**config.mk**
```make
export PLATFORM = sky130hd
export DESIGN_NAME = asbw_host_ctrl
export DESIGN_NICKNAME = d
export VERILOG_FILES = /design/src/logic/asbw_pkg.sv /design/src/logic/asbw_host_ctrl.sv
export SDC_FILE = /design/constraint.sdc
export NUM_CORES = 1
export LEC_CHECK = 0
export ABC_AREA = 1
export BUFFER_PORTS_ARGS = -buffer_cell sky130_fd_sc_hd__buf_2
export CAP_MARGIN = 5
export CORE_ASPECT_RATIO = 1.25
export CORE_MARGIN = 8
export CORE_UTILIZATION = 49
export DETAILED_ROUTE_END_ITERATION = 8
export PLACE_DENSITY_LB_ADDON = 0.08
export SYNTH_ARGS = -nofsm -noshare
export SYNTH_HDL_FRONTEND = slang
export SYNTH_SLANG_ARGS = --single-unit
```
**constraint.sdc**
```tcl
create_clock -name ref_clk_i -period 3.3 [get_ports ref_clk_i]
set_input_delay 0.165 -clock ref_clk_i [delete_from_list [all_inputs] [get_ports ref_clk_i]]
set_output_delay 0.165 -clock ref_clk_i [all_outputs]
set_load 0.01 [all_outputs]
```
**src/logic/asbw_pkg.sv**
```systemverilog
`default_nettype none
// Shared constants for the host side of the byte-lane SRAM write/read port
package asbw_pkg;
    // Pin widths and counter width
    localparam int ADDR_W = 19;
    localparam int DATA_W = 32;
    localparam int LANES = 4;
    localparam int CNT_W = 4;
    // Reference clock period in picoseconds (40 MHz)
    localparam int CLK_PERIOD_PS = 25000;
    // Write cycle time, fast and slow grade, ns
    localparam int T_WC_FAST_NS = 20;
    localparam int T_WC_SLOW_NS = 25;
    // Address valid to end of write, ns
    localparam int T_AW_FAST_NS = 15;
    localparam int T_AW_SLOW_NS = 17;
    // Strobe and lane overlap width, ns
    localparam int T_WP_FAST_NS = 15;
    localparam int T_WP_SLOW_NS = 17;
    // Data valid to end of write, both grades, ns
    localparam int T_DW_NS = 10;
    // Device release after strobe falls, ns (longest)
    localparam int T_WZ_FAST_NS = 9;
    localparam int T_WZ_SLOW_NS = 10;
    // Device quiet after strobe rises, ns (least)
    localparam int T_WHQX_NS = 5;
    // Read access time, ns
    localparam int T_ACC_FAST_NS = 20;
    localparam int T_ACC_SLOW_NS = 25;

    // Least time in ns to whole cycles, rounded up, never below one
    function automatic int ns2cyc(input int ns);
        int c;
        c = (ns * 1000 + CLK_PERIOD_PS - 1) / CLK_PERIOD_PS;
        return (c < 1) ? 1 : c;
    endfunction

    // Derived cycle counts
    localparam int WC_FAST_CYC = ns2cyc(T_WC_FAST_NS);
    localparam int WC_SLOW_CYC = ns2cyc(T_WC_SLOW_NS);
    localparam int AW_FAST_CYC = ns2cyc(T_AW_FAST_NS);
    localparam int AW_SLOW_CYC = ns2cyc(T_AW_SLOW_NS);
    localparam int WP_FAST_CYC = ns2cyc(T_WP_FAST_NS);
    localparam int WP_SLOW_CYC = ns2cyc(T_WP_SLOW_NS);
    localparam int DW_CYC = ns2cyc(T_DW_NS);
    localparam int WZ_SLOW_CYC = ns2cyc(T_WZ_SLOW_NS);
    localparam int WHQX_CYC = ns2cyc(T_WHQX_NS);
    localparam int ACC_FAST_CYC = ns2cyc(T_ACC_FAST_NS);
    localparam int ACC_SLOW_CYC = ns2cyc(T_ACC_SLOW_NS);

    // Reset levels of the strobes (all idle high)
    localparam logic [LANES-1:0] LANES_IDLE = 4'hF;
    localparam logic STROBE_IDLE = 1'h1;

    // Sequencer states
    typedef enum logic [2:0] {
        ST_IDLE,
        ST_WSET,
        ST_WPUL,
        ST_WEND,
        ST_WREC,
        ST_RACC,
        ST_RDONE
    } asbw_state_e;
endpackage : asbw_pkg
`default_nettype wire

```
**src/logic/asbw_host_ctrl.sv**
```systemverilog
// Overview of operation
// - Write only while lane and strobe low
// - Write cycle meets least cycle time
// - Address valid long before write ends
// - Strobe overlap meets least pulse width
// - Data valid long before write ends
// - Strobe stays high during every read
`timescale 1ns/1ps
`default_nettype none
module asbw_host_ctrl
    import asbw_pkg::*;
#(
    parameter bit FAST_GRADE = 1'b0
) (
    // Clock and reset
    input wire logic ref_clk_i,
    input wire logic resetn_i,
    // User request port
    input wire logic req_i,
    input wire logic we_i,
    input wire logic [ADDR_W-1:0] addr_i,
    input wire logic [DATA_W-1:0] wdata_i,
    input wire logic [LANES-1:0] lane_en_i,
    output var logic ready_o,
    output var logic done_o,
    output var logic [DATA_W-1:0] rdata_o,
    // Memory pins
    output var logic [ADDR_W-1:0] word_index_lines_o,
    output var logic [LANES-1:0] byte_lane_select_n_o,
    output var logic write_strobe_n_o,
    output var logic out_drive_en_n_o,
    input wire logic [DATA_W-1:0] bidir_data_lines_i,
    output var logic [DATA_W-1:0] bidir_data_lines_o,
    output var logic bidir_data_lines_oe_o
);

    ////////////////////////////////////////////////////////////////////////////
    // Grade-selected cycle counts

    // Overlap must cover pulse, address-to-end and data-to-end figures
    localparam int WP_CYC = FAST_GRADE ? WP_FAST_CYC : WP_SLOW_CYC;
    localparam int AW_CYC = FAST_GRADE ? AW_FAST_CYC : AW_SLOW_CYC;
    localparam int WC_CYC = FAST_GRADE ? WC_FAST_CYC : WC_SLOW_CYC;
    localparam int ACC_CYC = FAST_GRADE ? ACC_FAST_CYC : ACC_SLOW_CYC;
    localparam int PUL_A = (WP_CYC > AW_CYC) ? WP_CYC : AW_CYC;
    localparam int PUL_CYC = (PUL_A > DW_CYC) ? PUL_A : DW_CYC;
    localparam logic [CNT_W-1:0] PUL_LOAD = CNT_W'(PUL_CYC - 1);
    localparam logic [CNT_W-1:0] ACC_LOAD = CNT_W'(ACC_CYC);

    ////////////////////////////////////////////////////////////////////////////
    // State and latched request

    asbw_state_e state_r; // Sequencer state
    asbw_state_e state_nxt;
    logic [CNT_W-1:0] cnt_r; // Pulse and access countdown
    logic [CNT_W-1:0] cnt_nxt;
    logic [LANES-1:0] lane_r; // Lanes of current access

    // Decode of request and countdown end
    wire logic take_req = (state_r == ST_IDLE) && req_i;
    wire logic cnt_zero = (cnt_r == '0);
    wire logic sample_rd = (state_r == ST_RACC) && cnt_zero;

    // Next state; address and lanes never move inside a cycle
    always_comb begin
        state_nxt = state_r;
        cnt_nxt = cnt_r;
        unique case (state_r)
            ST_IDLE: begin
                if (req_i) begin
                    state_nxt = we_i ? ST_WSET : ST_RACC;
                    cnt_nxt = we_i ? PUL_LOAD : ACC_LOAD;
                end
            end
            // Lanes go low first, strobe still high
            ST_WSET: state_nxt = ST_WPUL;
            ST_WPUL: begin
                if (cnt_zero) begin
                    state_nxt = ST_WEND;
                end else begin
                    cnt_nxt = cnt_r - 1'b1;
                end
            end
            // Strobe up, lanes still low, data held
            ST_WEND: state_nxt = ST_WREC;
            // Recovery cycle keeps the address up past the least cycle time
            ST_WREC: state_nxt = ST_IDLE;
            ST_RACC: begin
                if (cnt_zero) begin
                    state_nxt = ST_RDONE;
                end else begin
                    cnt_nxt = cnt_r - 1'b1;
                end
            end
            ST_RDONE: state_nxt = ST_IDLE;
        endcase
    end

    ////////////////////////////////////////////////////////////////////////////
    // Pin next values, decoded from next state

    wire logic sel_nxt = (state_nxt != ST_IDLE) && (state_nxt != ST_WREC)
        && (state_nxt != ST_RDONE);
    wire logic [LANES-1:0] lanes_req = take_req ? lane_en_i : lane_r;
    wire logic [LANES-1:0] lanes_n_nxt = sel_nxt ? ~lanes_req : LANES_IDLE;
    wire logic strobe_n_nxt = (state_nxt != ST_WPUL);
    // Device outputs only when reading; off for the whole write
    wire logic g_n_nxt = (state_nxt != ST_RACC);
    // Host drives data from setup to end, G already high
    wire logic oe_nxt = (state_nxt == ST_WSET) || (state_nxt == ST_WPUL)
        || (state_nxt == ST_WEND);

    // Sequencer registers
    always_ff @(posedge ref_clk_i or negedge resetn_i) begin
        if (!resetn_i) begin
            state_r <= ST_IDLE;
            cnt_r <= '0;
            lane_r <= '0;
        end else begin
            state_r <= state_nxt;
            cnt_r <= cnt_nxt;
            lane_r <= lanes_req;
        end
    end

    // Pin and user registers; address and data latched only when idle
    always_ff @(posedge ref_clk_i or negedge resetn_i) begin
        if (!resetn_i) begin
            word_index_lines_o <= '0;
            bidir_data_lines_o <= '0;
            byte_lane_select_n_o <= LANES_IDLE;
            write_strobe_n_o <= STROBE_IDLE;
            out_drive_en_n_o <= STROBE_IDLE;
            bidir_data_lines_oe_o <= 1'b0;
            ready_o <= 1'b0;
            done_o <= 1'b0;
            rdata_o <= '0;
        end else begin
            if (take_req) begin
                word_index_lines_o <= addr_i;
                bidir_data_lines_o <= wdata_i;
            end
            byte_lane_select_n_o <= lanes_n_nxt;
            write_strobe_n_o <= strobe_n_nxt;
            out_drive_en_n_o <= g_n_nxt;
            bidir_data_lines_oe_o <= oe_nxt;
            ready_o <= (state_nxt == ST_IDLE) && !take_req;
            done_o <= (state_nxt == ST_WREC) || (state_nxt == ST_RDONE);
            if (sample_rd) begin
                rdata_o <= bidir_data_lines_i;
            end
        end
    end

    ////////////////////////////////////////////////////////////////////////////
    // Checks on the pins this controller drives

    // Helper counts: strobe low length and address hold length
    logic [CNT_W-1:0] wlow_cnt_r;
    logic [CNT_W-1:0] avld_cnt_r;
    always_ff @(posedge ref_clk_i or negedge resetn_i) begin
        if (!resetn_i) begin
            wlow_cnt_r <= '0;
            avld_cnt_r <= '0;
        end else begin
            wlow_cnt_r <= write_strobe_n_o ? '0 : wlow_cnt_r + 1'b1;
            avld_cnt_r <= take_req ? '0 : ((avld_cnt_r == '1) ? avld_cnt_r
                : avld_cnt_r + 1'b1);
        end
    end

    AST_WRITE_NEEDS_LANE: assert property (@(posedge ref_clk_i) disable iff (!resetn_i)
        !write_strobe_n_o |-> (byte_lane_select_n_o != LANES_IDLE))
        else $error("Strobe low with no lane selected");
    AST_LANES_MATCH_REQ: assert property (@(posedge ref_clk_i) disable iff (!resetn_i)
        $fell(write_strobe_n_o) |-> (byte_lane_select_n_o == ~lane_r))
        else $error("Selected lanes differ from request");
    AST_G_OFF_IN_WRITE: assert property (@(posedge ref_clk_i) disable iff (!resetn_i)
        !write_strobe_n_o |-> out_drive_en_n_o && $past(out_drive_en_n_o))
        else $error("Output drive enable active near write");
    AST_LANE_BEFORE_STROBE: assert property (@(posedge ref_clk_i) disable iff (!resetn_i)
        $fell(write_strobe_n_o) |-> $stable(byte_lane_select_n_o))
        else $error("Lanes moved as strobe fell");
    AST_LANE_AFTER_STROBE: assert property (@(posedge ref_clk_i) disable iff (!resetn_i)
        $rose(write_strobe_n_o) |-> $stable(byte_lane_select_n_o) ##1
        (byte_lane_select_n_o == LANES_IDLE))
        else $error("Lanes did not rise after strobe");
    AST_CYCLE_TIME: assert property (@(posedge ref_clk_i) disable iff (!resetn_i)
        take_req && (state_r == ST_IDLE) && $past(state_r == ST_WREC) |->
        ($past(avld_cnt_r) >= CNT_W'(WC_CYC)))
        else $error("Write cycle shorter than least cycle time");
    AST_OVERLAP_WIDTH: assert property (@(posedge ref_clk_i) disable iff (!resetn_i)
        $rose(write_strobe_n_o) |-> (wlow_cnt_r >= CNT_W'(PUL_CYC))
        && (avld_cnt_r >= CNT_W'(AW_CYC)))
        else $error("Strobe overlap too short");
    AST_DATA_BEFORE_END: assert property (@(posedge ref_clk_i) disable iff (!resetn_i)
        $rose(write_strobe_n_o) |-> bidir_data_lines_oe_o && $past(bidir_data_lines_oe_o)
        && $stable(bidir_data_lines_o))
        else $error("Write data not held to end of write");
    AST_NO_CONTENTION: assert property (@(posedge ref_clk_i) disable iff (!resetn_i)
        bidir_data_lines_oe_o |-> out_drive_en_n_o)
        else $error("Host drives data while device enabled");
    AST_QUIET_AFTER_WRITE: assert property (@(posedge ref_clk_i) disable iff (!resetn_i)
        $rose(write_strobe_n_o) |-> out_drive_en_n_o [*2])
        else $error("Device enabled right after strobe rose");
    AST_READ_STROBE_HIGH: assert property (@(posedge ref_clk_i) disable iff (!resetn_i)
        !out_drive_en_n_o |-> write_strobe_n_o)
        else $error("Strobe low during read");
    AST_ADDR_STABLE: assert property (@(posedge ref_clk_i) disable iff (!resetn_i)
        !write_strobe_n_o |-> $stable(word_index_lines_o) && $stable(byte_lane_select_n_o))
        else $error("Address or lanes moved in overlap");

endmodule // asbw_host_ctrl
`default_nettype wire

```
* Yosys cells after proc, flatten, opt, wreduce, memory -nomap -nowiden *
Cells that the tools add are included.

operators by class
  multiply operators = 0
  equal/unequal tests = 17
  add/sub/neg operators = 1
  multiplexer cells = 11
  shift-type cells = 0
  $lt $le $gt $ge = 0
  bitwise operators = 1
  reduce and logical (&&, ||, !) cells = 17
  divide/modulo/power cells = 0

operators with widths
  cell                                                    number
  case mux 3 bit (6 select lines)                         1
  2-to-1 mux 4 bit                                        4
  == test 3 bit (second input constant)                   5
  == test 3 x 2 -> 1 bit (second input constant)          4
  2-to-1 mux 3 bit                                        4
  inequality test 3 bit (second input constant)           3
  case mux 4 bit (2 select lines)                         1
  == test 3 x 1 -> 1 bit (second input constant)          2
  zero test 3 bit                                         2
  logical AND 1 bit                                       5
  zero test 4 bit                                         1
  inequality test 2 bit (second input constant)           2
  inverter 4 bit                                          1
  OR reduction 2 bit                                      2
  subtractor 4 x 1 -> 4 bit (second input constant)       1
  logical OR 1 bit                                        3
  inequality test 3 x 2 -> 1 bit (second input constant)  1
  AND reduction 3 bit                                     1
  nonzero test 3 bit                                      1
  nonzero test 2 bit                                      1
  zero test 1 bit                                         1
  2-to-1 mux 1 bit                                        1

storage, ports and cells
  bits in registers = 103
  input bits = 91
  ROM bits = 0
  memories = 0
  bits in latches = 0
  bits in writable memories = 0
  word-level logic and storage cells = 59
  output and inout port bits = 92

* Depth between registers and ports, before layout *
  depth after elaboration = 7
  depth in mapped cells = 10
  depth with buffers taken out = 9

* Least setup slack after synthesis *
OpenSTA, ideal clock, no wires.

  path kind = register to register
  from = register cnt_r[0]
  to = register rdata_o[16]
  stages on the path, launching flop included = 9
  buffers on the path = 2
  data required time = 3.175 ns
  setup time = 0.125 ns
  path slack = 1.734 ns
  period minus slack after synthesis = 1.566 ns
  data arrival time = 1.441 ns
  cells stage by stage = dfrtp_1 inv_1 ha_1 nand2_1 nor2_1 nand2_1 buf_6 buf_6 mux2_4

on the way
  cells in the longest elaborated chain, start to end = 2

ends and longest elaborated chain
  element                 RTL line               text
  start, declared         asbw_host_ctrl.sv:55   logic [CNT_W-1:0] cnt_r;
  start signal, assigned  asbw_host_ctrl.sv:121  cnt_r <= cnt_nxt;
  zero test 4 bit         asbw_host_ctrl.sv:61   wire logic cnt_zero = (cnt_r == '0);
  logical AND 1 bit       asbw_host_ctrl.sv:62   wire logic sample_rd = (state_r == ST_RACC) && cnt_zero;
  end signal, assigned    asbw_host_ctrl.sv:150  rdata_o <= bidir_data_lines_i;
  end, declared           asbw_host_ctrl.sv:26   output var logic [DATA_W-1:0] rdata_o,

Every way passes these cells.
A chain may end at the register's enable or synchronous reset.

* Final worst setup path *
  from = register cnt_r[0]
  to = register rdata_o[9]

The elaborated chain is that of the path after synthesis.

==> impl_metrics.csv <==
group,metric,value,unit
routing,wl_per_cell,16.79,um
setup_path,worstRegToRegCells,7,
power,p_total,5.183,mW
power,pwr-share-comb,41.4,%
power,p_leak,2.732,nW
placed_design,gp_congestion,0.7857,
synthesis,mappedNetlistArea,0.004055,mm^2
global_route,grt.overflow.total,0,
global_route,grt_pass1_vias,3105,
routing,vias,2839,
clocking,cts_root_buffer,"clkbuf_8",
global_route,grt_pass1_wl,15900,um
routing,ant_nets,0,
synthesis,ys.flop_type,"dfrtp_1",
synthesis,synth_cells,282,
timing,max_slew_margin,61.45,%
power,switching_share,35.09,%
timing,setup_violations,0,
setup_path,r2r_slack,1.29,ns
layout,drive_gt1_share,49.48,%
clocking,clock_path_buffers,2,
synthesis,synth_edf_count,0,
global_route,track_usage,17.12,%
setup_path,cp_max_fo,23,
die,fp.coreArea,0.008148,mm^2
clocking,clk_pin_slew,0.10,ns
timing,timing.fmax,0.4985,GHz
synthesis,yosysMostFrequentCell,"dfrtp_1",
hold_path,hp-start,"addr_i[2]",
setup_path,crit_type,"reg2reg",
clocking,tritoncts,"done",
synthesis,ys_ff_latch,103,
timing,min_period_over_period,60.79,%
hold_path,hold_end,"word_index_lines_o[2]$_DFFE_PN0P_",
clocking,numCtsBuffers,9,
die,die_y,117.7,um
run,max-cap-violations,0,
setup_path,r2r-start,"cnt_r[0]$_DFFE_PN0P_",
setup_path,cp.required,3.54,ns
placed_design,dp_worst_setup_slack,1.290,ns
synthesis,yosysSeqAreaShare,63.75,%
placed_design,portBuffers,182,
synthesis,ys_async_sr_fraction,100.0,%
hold_path,min_path_type,"in2reg",
timing,fin_worst_skew,0.01374,ns
timing,rsz0062_at_grt,"no",
die,ios,183,
setup_path,cp-start-kind,"flop",
die,die-area,0.01146,mm^2
synthesis,synth.distinct_cells,22,
synthesis,synth_common_cells,"97 x dfrtp_1, 58 x mux2_1, 32 x nand2_1",
routing,drt_iter0_markers,86,
power,irDropWorstVdd,0.5344,mV
power,seqPwrFrac,42.0,%
power,pwr-share-clk,16.6,%
hold_path,min_path_cells,2,
routing,dr.pass1.iters,4,
power,p_switching,1.819,mW
synthesis,yosysTopAreaCellShare,59.86,%
timing,worstMarginPinSlew,0.5783,ns
timing,hold_viol_final,0,
synthesis,syn-num-nets,374,
timing,tns,0,ns
timing,slew_viol_final,0,
setup_path,timing.rr.end,"rdata_o[9]$_DFFE_PN0P_",
setup_path,crit_arrival,2.25,ns
routing,drcViolationCount,0,
clocking,cts_sinks,103,
layout,utilization,65.06,%
layout,syn2layout_area_growth,30.73,%
synthesis,ys_top_cells_by_area,"dfrtp_1 60%, mux2_1 16%, mux2_4 5.6%, dfstp_2 3.9%, nand2_1 3.0%",
routing,postRouteWirelength,9673,um
layout,final_nets,564,
die,die_w,97.37,um
synthesis,synth_top_area_cell,"dfrtp_1",
outcome,status,"finished, final reports clean",
power,power.internal,3.364,mW
power,power_density,977.7,mW/mm^2
synthesis,ys.warnings.count,0,
timing,fin_ws,1.294,ns
placed_design,hpwl,7556,um
die,row_count,37,
routing,viasPerCell,4.929,
timing,final.min_clock_period,2.006,ns
clocking,clk_latency,0.36,ns
synthesis,syn_area_per_cell,14.38,um^2
setup_path,end_kind,"flop",
global_route,grt_max_degree,47,
global_route,antenna_found_initial,2,
die,start_util,49.77,%
clocking,htreeDepth,3,
==> cells by family after synthesis <==
group,Yosys count,synth area share (%)
AO/OA/AOI/OAI,13,1.604
adder cells (fa/ha/maj),1,0.3085
multiplexers,83,24.44
flip-flops,103,63.75
XOR/XNOR,1,0.2160
buffers and inverters,22,3.085
AND/OR/NAND/NOR,59,6.603
==> per-layer routing <==
metal	GRT usage, %	wire [um]
met1	18.66	3796
met2	29.15	4896
met3	5.872	741
met4	7.882	238
met5	0	0
==> critical path, cell delays in order, from the launching register on <==
cell     delay, ns
dfrtp_1       0.34
inv_1         0.07
ha_1          0.22
nand2_1       0.09
nor2_1        0.06
nand2_2       0.31
buf_4         0.41
mux2_2        0.38
==> layout make-up <==
cell class / instances / area, um^2
antenna: 2 / 5.005
inverter: 13 / 48.80
multi-input combinational: 157 / 1348
fill: 672 / 2846
tap: 97 / 121.4
clock buffer: 13 / 148.9
timing repair buffer: 188 / 975.9
sequential: 103 / 2585
clock inverter: 3 / 68.82
==> flip-flops by register name (all words and copies together), names as in the netlist <==
| signal | cells |
|---|---|
| bidir_data_lines_o | 32 |
| bidir_data_lines_oe_o | 1 |
| byte_lane_select_n_o | 4 |
| cnt_r | 4 |
| done_o | 1 |
| lane_r | 4 |
| out_drive_en_n_o | 1 |
| rdata_o | 32 |
| ready_o | 1 |
| state_r | 3 |
| word_index_lines_o | 19 |
| write_strobe_n_o | 1 |
==> worst max path at each step <==
stage / start / end / slack, ns
final: cnt_r[0]$_DFFE_PN0P_ / rdata_o[9]$_DFFE_PN0P_ / 1.29
after global routing: cnt_r[0]$_DFFE_PN0P_ / rdata_o[9]$_DFFE_PN0P_ / 1.15
after CTS: cnt_r[0]$_DFFE_PN0P_ / rdata_o[9]$_DFFE_PN0P_ / 1.28
after detailed placement: cnt_r[0]$_DFFE_PN0P_ / rdata_o[9]$_DFFE_PN0P_ / 1.29
after global placement: cnt_r[0]$_DFFE_PN0P_ / rdata_o[7]$_DFFE_PN0P_ / 1.35
after floorplan: cnt_r[0]$_DFFE_PN0P_ / rdata_o[16]$_DFFE_PN0P_ / 1.73
==> cells in the final DEF, fill, tap and decap left out, types with 2 or more instances in the layout <==
master         Yosys  final
a21oi_1            2      2
buf_2              1    181
buf_4              5      4
bufinv_16          0      2
clkbuf_1           0      3
clkbuf_8           0     10
dfrtp_1           97     97
dfstp_2            6      6
diode_2            0      2
dlygate4sd3_1      0      2
inv_1             11     11
inv_2              2      2
mux2_1            58     58
mux2_2            10     10
mux2_4            15     15
nand2_1           32     31
nand3_1           13     13
nor2_1            10     10
o21ai_0            8      8
o21ai_1            3      3
==> power by group through the flow <==
stage	Sequential, mW	Clock [mW]	Combinational, mW
after floorplan	2.48	0	1.01
after global placement	2.18	0	2.15
after detailed placement	2.20	0	2.19
after CTS	2.18	0.882	2.20
after global routing	2.26	0.927	2.37
final	2.18	0.858	2.15
==> metrics by stage <==
stage	cells	hold WS, ns	cell area [um^2]
finish	576	0.01111	5301
global route	576	0.001739	5301
CTS	574	0.0001372	5296
detailed placement	556	0.2019	5059
global placement	556	0.2043	5059
floorplan	282	-0.1306	4055
==> repair_timing <==
item,in CTS,in global routing
hold buffers,2,0
buffers inserted,0,0
resized for setup,0,0
hold endpoints to repair,45,0
No activity file was read; power rests on OpenSTA's default activity.
